$ cat src/design/abs_reader_consts.svh
// Constants of the absolute position reader: register offsets, field
// positions, reset values and transfer counts.
// Assumes inclusion by bare name from the design files.
`ifndef ABS_READER_CONSTS_SVH
`define ABS_READER_CONSTS_SVH
`define OFS_CONTROL     12'h000
`define OFS_STATUS      12'h004
`define OFS_IRQ_STATUS  12'h008
`define OFS_IRQ_ENABLE  12'h00C
`define OFS_IRQ_CLEAR   12'h010
`define OFS_SCALE       12'h014
`define OFS_POS_BASE    12'h020
`define BIT_ACTIVATE    0
`define BIT_CHANNEL     1
`define BIT_COMPLETE    0
`define BIT_ABNORMAL    1
`define BIT_BUSY        2
`define IRQ_DONE        0
`define IRQ_ABORT       1
`define POS_BITS        32
`define CHECK_BITS      6
`define TOTAL_STEPS     19
`define SCALE_RESET     16'h0001
`define POS_RESET       32'h0000_0000
`endif

$ cat src/design/abs_reader_pkg.sv
// Types shared by the absolute position reader.
// Assumes the constants header is compiled alongside.
package abs_reader_pkg;
  typedef enum logic [2:0] {
    st_idle    = 3'b000,
    st_request = 3'b001,
    st_release = 3'b010,
    st_store   = 3'b011,
    st_held    = 3'b100
  } read_state_t;
endpackage

$ cat src/design/pin_sync.sv
// Two-flop synchroniser for a group of pin inputs.
// Assumes the inputs are asynchronous to clock.
`timescale 1ns/1ps
module pin_sync #(
  parameter int WIDTH = 3
) (
  input  wire logic             clock,
  input  wire logic             rst,
  input  wire logic [WIDTH-1:0] pins,
  output logic      [WIDTH-1:0] synced
);
  typedef struct packed {
    logic [WIDTH-1:0] stage1;
    logic [WIDTH-1:0] stage2;
  } sync_state_t;

  sync_state_t state;
  sync_state_t next_state;

  always_comb begin
    next_state = state;
    next_state.stage1 = pins;
    next_state.stage2 = state.stage1;
  end

  always_ff @(posedge clock or posedge rst) begin
    if (rst) begin
      state <= '0;
    end else begin
      state <= next_state;
    end
  end

  assign synced = state.stage2;
endmodule

$ cat src/design/servo_absolute_position_reader.sv
// Absolute position reader: handshaked two-bit transfer from a servo
// amplifier, conversion to pulses, storage in per-channel positions.
// Assumes an APB master on clock and amplifier pins asynchronous to it.
`timescale 1ns/1ps
`include "abs_reader_consts.svh"

//////////////////////////////////////////////////////////////////////////
module servo_absolute_position_reader #(
  parameter int CHANNELS = 4
) (
  input  wire logic        clock,
  input  wire logic        rst,
  input  wire logic        psel,
  input  wire logic        penable,
  input  wire logic        pwrite,
  input  wire logic [11:0] paddr,
  input  wire logic [31:0] pwdata,
  output logic      [31:0] prdata,
  output logic             pready,
  output logic             pslverr,
  input  wire logic        data_bit0,
  input  wire logic        data_bit1,
  input  wire logic        send_ready,
  output logic             servo_on_output,
  output logic             transfer_mode,
  output logic             data_request,
  output logic             irq
);

  //////////////////////////////////////////////////////////////////////
  typedef struct packed {
    abs_reader_pkg::read_state_t fsm;
    logic                  activate;
    logic [1:0]            channel;
    logic [15:0]           scale;
    logic [4:0]            steps;
    logic [37:0]           shift;
    logic                  execution_complete_flag;
    logic                  abnormal_end_flag;
    logic [1:0]            irq_status;
    logic [1:0]            irq_enable;
    logic                  servo_on;
    logic                  mode;
    logic                  request;
    logic [CHANNELS*32-1:0] position;
    logic [31:0]           rdata;
  } reader_state_t;

  reader_state_t state;
  reader_state_t next_state;
  logic [2:0]    amp_in;
  logic          in_bit0;
  logic          in_bit1;
  logic          in_ready;
  logic          wr;
  logic          rd;
  logic [31:0]   raw_pos;
  logic [31:0]   pulses;
  logic [1:0]    irq_set;
  logic          ack;

  pin_sync #(
    .WIDTH(3)
  ) u_sync (
    .clock  (clock),
    .rst    (rst),
    .pins   ({send_ready, data_bit1, data_bit0}),
    .synced (amp_in)
  );

  assign in_bit0  = amp_in[0];
  assign in_bit1  = amp_in[1];
  assign in_ready = amp_in[2];
  // A write lands only at the edge that completes the access, so the
  // wait state never applies it twice.
  assign wr = psel && penable && pwrite && ack;
  assign rd = psel && penable && !pwrite;

  // The amplifier sends the low bits first; the six check bits trail
  // the position and are kept only for the shift length.
  assign raw_pos = state.shift[31:0];
  assign pulses = 32'(raw_pos * {16'h0000, state.scale});

  //////////////////////////////////////////////////////////////////////
  always_comb begin
    next_state = state;
    irq_set = 2'b00;
    if (!state.activate) begin
      next_state.servo_on = 1'b0;
      next_state.mode = 1'b0;
      next_state.request = 1'b0;
      next_state.fsm = abs_reader_pkg::st_idle;
      if (state.fsm != abs_reader_pkg::st_idle &&
          state.fsm != abs_reader_pkg::st_held) begin
        next_state.abnormal_end_flag = 1'b1;
        irq_set[`IRQ_ABORT] = 1'b1;
      end
    end else begin
      case (state.fsm)
        abs_reader_pkg::st_idle: begin
          next_state.servo_on = 1'b1;
          next_state.mode = 1'b1;
          next_state.steps = 5'h00;
          next_state.execution_complete_flag = 1'b0;
          next_state.abnormal_end_flag = 1'b0;
          next_state.fsm = abs_reader_pkg::st_request;
        end
        abs_reader_pkg::st_request: begin
          next_state.request = 1'b1;
          if (state.request && in_ready) begin
            next_state.shift = {in_bit1, in_bit0, state.shift[37:2]};
            next_state.request = 1'b0;
            next_state.steps = 5'(state.steps + 5'h01);
            next_state.fsm = abs_reader_pkg::st_release;
          end
        end
        abs_reader_pkg::st_release: begin
          if (!in_ready) begin
            if (state.steps == 5'(`TOTAL_STEPS)) begin
              next_state.fsm = abs_reader_pkg::st_store;
            end else begin
              next_state.fsm = abs_reader_pkg::st_request;
            end
          end
        end
        abs_reader_pkg::st_store: begin
          next_state.position[state.channel*32 +: 32] = pulses;
          next_state.execution_complete_flag = 1'b1;
          irq_set[`IRQ_DONE] = 1'b1;
          next_state.mode = 1'b0;
          next_state.fsm = abs_reader_pkg::st_held;
        end
        abs_reader_pkg::st_held: begin
          next_state.servo_on = 1'b1;
        end
        default: begin
          next_state.fsm = abs_reader_pkg::st_idle;
        end
      endcase
    end

    next_state.rdata = 32'h0000_0000;
    if (wr) begin
      if (paddr == `OFS_CONTROL) begin
        next_state.activate = pwdata[`BIT_ACTIVATE];
        next_state.channel = pwdata[`BIT_CHANNEL +: 2];
      end else if (paddr == `OFS_IRQ_ENABLE) begin
        next_state.irq_enable = pwdata[1:0];
      end else if (paddr == `OFS_IRQ_CLEAR) begin
        next_state.irq_status = state.irq_status & ~pwdata[1:0];
      end else if (paddr == `OFS_SCALE) begin
        next_state.scale = pwdata[15:0];
      end else if (paddr >= `OFS_POS_BASE &&
                   paddr < 12'(`OFS_POS_BASE + 4 * CHANNELS)) begin
        next_state.position[paddr[3:2]*32 +: 32] = pwdata;
      end
    end else if (rd) begin
      if (paddr == `OFS_CONTROL) begin
        next_state.rdata = {29'h0, state.channel, state.activate};
      end else if (paddr == `OFS_STATUS) begin
        next_state.rdata = {29'h0, state.fsm != abs_reader_pkg::st_idle &&
          state.fsm != abs_reader_pkg::st_held,
          state.abnormal_end_flag, state.execution_complete_flag};
      end else if (paddr == `OFS_IRQ_STATUS) begin
        next_state.rdata = {30'h0, state.irq_status};
      end else if (paddr == `OFS_IRQ_ENABLE) begin
        next_state.rdata = {30'h0, state.irq_enable};
      end else if (paddr == `OFS_SCALE) begin
        next_state.rdata = {16'h0000, state.scale};
      end else if (paddr >= `OFS_POS_BASE &&
                   paddr < 12'(`OFS_POS_BASE + 4 * CHANNELS)) begin
        next_state.rdata = state.position[paddr[3:2]*32 +: 32];
      end
    end
    // Set wins over a clear in the same cycle.
    next_state.irq_status = next_state.irq_status | irq_set;
  end

  always_ff @(posedge clock or posedge rst) begin
    if (rst) begin
      state <= '0;
      state.scale <= `SCALE_RESET;
    end else begin
      state <= next_state;
    end
  end

  //////////////////////////////////////////////////////////////////////
  // Registered read data is captured in the first access cycle and returned in the next, so
  // every access takes one wait state.
  always_ff @(posedge clock or posedge rst) begin
    if (rst) begin
      ack <= 1'b0;
    end else begin
      ack <= psel && penable && !ack;
    end
  end

  assign pready  = ack;
  assign pslverr = 1'b0;
  assign prdata  = state.rdata;
  assign servo_on_output = state.servo_on;
  assign transfer_mode   = state.mode;
  assign data_request    = state.request;
  assign irq = |(state.irq_status & state.irq_enable);

  //////////////////////////////////////////////////////////////////////
  servo_mode_a: assert property (@(posedge clock) disable iff (rst)
    data_request |-> servo_on_output && transfer_mode)
    else $error("Request without servo on and mode.");

  servo_drop_a: assert property (@(posedge clock) disable iff (rst)
    !state.activate |=> !servo_on_output)
    else $error("Servo on stayed after deactivation.");

  abort_read_a: assert property (@(posedge clock) disable iff (rst)
    !state.activate |=> !data_request)
    else $error("Request continued after abort.");

  logic execution_complete_flag_q;
  assign execution_complete_flag_q = state.execution_complete_flag;

  complete_flag_a: assert property (@(posedge clock) disable iff (rst)
    state.fsm == abs_reader_pkg::st_store && state.activate
      |=> execution_complete_flag_q)
    else $error("Complete flag not set after store.");

  mode_end_a: assert property (@(posedge clock) disable iff (rst)
    state.fsm == abs_reader_pkg::st_held && state.activate
      |-> servo_on_output && !transfer_mode)
    else $error("Mode or servo wrong after completion.");

  step_count_a: assert property (@(posedge clock) disable iff (rst)
    state.fsm == abs_reader_pkg::st_store |-> state.steps == 5'(`TOTAL_STEPS))
    else $error("Store reached with wrong step count.");

  request_release_a: assert property (@(posedge clock)
    disable iff (rst)
    data_request && in_ready && state.activate |=> !data_request)
    else $error("Request not released after ready.");

  store_value_a: assert property (@(posedge clock) disable iff (rst)
    state.fsm == abs_reader_pkg::st_store && state.activate
      |=> state.position[state.channel*32 +: 32] == $past(pulses))
    else $error("Stored position differs from converted value.");

  // The checks below cover the handshake order and the flags that
  // software relies on; none of them watch the bench's own signals.
  request_order_a: assert property (@(posedge clock)
    disable iff (rst)
    $rose(data_request) |-> $past(servo_on_output) && $past(transfer_mode))
    else $error("Request rose before servo on and mode.");

  shift_pair_a: assert property (@(posedge clock) disable iff (rst)
    state.fsm == abs_reader_pkg::st_request && state.request &&
      in_ready && state.activate
      |=> state.shift[37:36] == $past({in_bit1, in_bit0}))
    else $error("Bit pair not shifted in on ready.");

  abort_flag_a: assert property (@(posedge clock) disable iff (rst)
    state.fsm == abs_reader_pkg::st_request && !state.activate
      |=> state.abnormal_end_flag)
    else $error("Abort did not set the abnormal flag.");

  no_error_a: assert property (@(posedge clock) disable iff (rst)
    state.activate |=> !$rose(state.abnormal_end_flag))
    else $error("Error flagged while still activated.");

  step_bound_a: assert property (@(posedge clock) disable iff (rst)
    state.steps <= 5'(`TOTAL_STEPS))
    else $error("Step count ran past the transfer length.");

  complete_source_a: assert property (@(posedge clock)
    disable iff (rst)
    $rose(state.execution_complete_flag)
      |-> $past(state.fsm) == abs_reader_pkg::st_store)
    else $error("Complete flag rose outside the store step.");
endmodule

$ cat config.mk
export PLATFORM = sky130hd
export DESIGN_NAME = servo_absolute_position_reader
export DESIGN_NICKNAME = d
export VERILOG_FILES = /design/src/design/abs_reader_pkg.sv /design/src/design/pin_sync.sv /design/src/design/servo_absolute_position_reader.sv
export VERILOG_INCLUDE_DIRS = /design/src /design/src/design
export SDC_FILE = /design/constraint.sdc
export NUM_CORES = 2
export LEC_CHECK = 0
export ABC_AREA = 1
export BUFFER_PORTS_ARGS = -buffer_cell sky130_fd_sc_hd__buf_4
export CAP_MARGIN = 15
export CORE_UTILIZATION = 46
export CTS_CLUSTER_DIAMETER = 50
export DETAILED_ROUTE_END_ITERATION = 7
export PLACE_DENSITY = 0.61
export REMOVE_ABC_BUFFERS = 1
export SETUP_SLACK_MARGIN = 0.2
export SLEW_MARGIN = 15
export SYNTH_ARGS = -nofsm -noshare
export SYNTH_HDL_FRONTEND = slang
export SYNTH_SLANG_ARGS = --single-unit
$ cat constraint.sdc
create_clock -name clock -period 11 [get_ports clock]
set_input_delay 2.2 -clock clock [delete_from_list [all_inputs] [get_ports clock]]
set_output_delay 2.2 -clock clock [all_outputs]
set_load 0.02 [all_outputs]
==> impl_results.md <==
* Drt first pass iters at 6
* Worst-path cell chain: nand2_1, inv_1, fa_1, inv_1, fa_1, fa_1, inv_1, fa_1, fa_1, inv_1, fa_1, inv_1, ha_1, nand2_1, a21oi_1, nor2_1, nand3_2, a21oi_2, o21bai_2, xor2_1, nand2_1, nor2_1, nand2_1, a21oi_1
* First DRT Iteration DRCs at 2012
* Skew-Pair Late Insertion Delay at 610 ps
* Register share of total power at 44.3%
* Final Max Tran Viols at 0
* Setup TNS at 0 ps
* Core box area at between 0.05 and 0.06 mm^2
* Critical path type: reg2reg
* Max stage delay on crit path at around 1100 ps
* Crit path buffers/inverters at 5
* Clock power share at between 40% and 50%
* Synth Flop Type: dfrtp_1
* Clk_skew at 42.8 ps
* Hold-fix buffers, CTS at 0
* Mapped Cells at between 3000 and 4000
* Post CTS Setup Buffer Count at 0
* Post-synthesis sequential area ratio at 24.2%
* Remaining global-route overflow at 0
* CP most frequent cell: fa_1
* Max Clk Rate at between 100 and 150 MHz
* First-pass GRT wire length at 132000 um
* Area growth, synth to finish at 7.52%
* Drt total wl at 83700 um
* Internal at 1490 uW
* CP startpoint kind: flop
* Comb power frac at under 10%
* # rows at 84
* Internal reg-to-reg setup slack at 4070 ps
* Power Density at approximately 75 mW/mm^2
* Critical path peak fanout at 30
* Global-route usage over all layers at between 30% and 40%
* Asr flop ratio synth at 100%
* Slew headroom at around 19%
* Clock Path Buffers at 3
* Root Driver: clkbuf_16
* Clock sinks at 241
* R2R cell count at 24
* H-tree Lvls at 1
* Largest net degree at the start of global routing at between 100 and 150
* CTS resizes at 0
* Largest delay share family, worst path: adder cells
* Vias in the first global route at 23100
* Worst slew pin tran at 1210 ps
* CP arrival at 7460 ps
* Die H at 235 um
* Synth warnings at 0
* Unrepaired setup endpoints after global routing: no
* Crit end category: flop
* Initial core utilization at 47.0%
* Nets at 3697
* Diodes inserted at 0
* Avg Inst Size Synth at 7.50 um^2
* Synth Cell Area at 0.0249 mm^2
* Hold Crit Class: reg2reg
* CTS Buf Count at 31
* Final HPWL DP at about 60000 um
* Net switching power figure at around 520 uW
* DR vias at 22300
* Leakage at 0.0142 uW
* DR WL/cell at 21.0 um
* Yosys cell types at 52
* Die width at 235 um
* # port buffers at 88
* Period utilisation layout at 63.0%
* WP data required at ~12000 ps
* Hold Vio Cnt, Final at 0
* EDFF count, synth at 0
* Outcome: complete, no violations
* Seq cells post-synth at 241
* Max stage delay cell, worst path: dfrtp_1
* Max Cap Viol at 0
* Switch share at 26.0%
* Most frequent cells in the layout: 871 x nand2_1, 691 x inv_1, 304 x fa_1
* Filler Cell Count at between 5000 and 6000
* Clock slew at reported path FFs at 60 ps
* DRC at 0
* Die area at 0.0551 mm^2
* Worst hold stages at 0
* CP Depth at 24
* RePlAce Congestion at approximately 0.9
* Final setup fails at 0
* Hold WS at roughly 340 ps
* Post-layout min period at roughly 7000 ps
* CTS tree: built
* Share of cells above drive strength 1 at 6.81%
* Io pins at 90
* Peak supply drop at 102 uV
* Most common cell after layout, fill and taps aside: nand2_1
* Initial antenna violation count at 1
* Post-route ant nets at 0
* Vias per cell at between 5 and 6
==> power by group through the flow <==
stage                     Clock, uW  Combinational [uW]  Sequential, uW
after global placement            0                 112             906
after global routing           1050                 123             890
after floorplan                   0                48.8             906
after detailed placement          0                 113             906
final                          1000                 115             890
after CTS                      1020                 113             890
==> cells in the mapped netlist (all sizes together) (20+ instances only) <==
cell,n,share of area (%)
ha,76,3.8
fa,304,24
a31oi,56,1.4
nand2,880,13
o21ai,170,3.4
inv,703,11
nor3,28,0.56
clkbuf,136,2.0
nor2,174,2.8
o22ai,22,0.55
dfrtp,240,24
nand4,29,0.73
buf,88,2.1
nand3,116,2.4
xor2,20,0.73
a21oi,173,3.5
==> cells by family (layout without fill, tap and decap cells) <==
family,count (synthesis),count (layout),synth area share (%)
compound gates,512,512,11.8
xor+xnor,30,30,1.08
fa+ha+maj,380,380,28.2
buf+inv,927,895,14.7
flops,241,241,24.2
other cells,1,1,0.0150
simple gates,1231,1231,19.9
==> per-stage QoR <==
stage | cell area [um^2] | setup WS, ps | util [%] | power [uW] | std cells
detailed placement | 25800 | 4080 | 48.6 | 1020 | 3919
finish | 26800 | 4070 | 50.5 | 2010 | 3978
floorplan | 23900 | 2190 | - | 955 | 3098
global placement | 25800 | 4070 | 48.6 | 1020 | 3919
CTS | 26800 | 4070 | 50.4 | 2020 | 3977
global route | 26800 | 3650 | 50.5 | 2060 | 3978
==> area by class of cell <==
type	count	area, um^2	area share, %
Clock inverter	15	144	0.537
Multi-Input combinational cell	2154	15200	56.9
Clock buffer	43	851	3.17
Inverter	703	2650	9.87
Tap cell	688	861	3.21
Sequential cell	241	6030	22.5
Timing Repair Buffer	134	1030	3.83
==> sequential cells by signal, summed over array words and instances (netlist names) <==
signal                     cells
u_sync.next_state              3
state                        166
data_request                   1
pready                         1
servo_on_output                1
u_sync.synced                  3
prdata                        32
raw_pos                       32
execution_complete_flag_q      1
transfer_mode                  1
==> layer usage <==
layer	routed length, um	GRT usage, %
met1	33800	40.2
met2	38600	50.3
met3	7790	6.04
met4	3440	12.5
met5	10	0
==> path summary, 6_finish.rpt <==
kind,to,start
worst max-delay path,state[83],state[216]
worst min-delay path,u_sync.synced[0],u_sync.next_state[0]
worst max register to register,state[83],state[216]
worst min register to register,u_sync.synced[0],u_sync.next_state[0]
max in group asynchronous,prdata[26],rst
min in group asynchronous,u_sync.synced[0],rst
No activity file was read; power rests on OpenSTA's default activity.
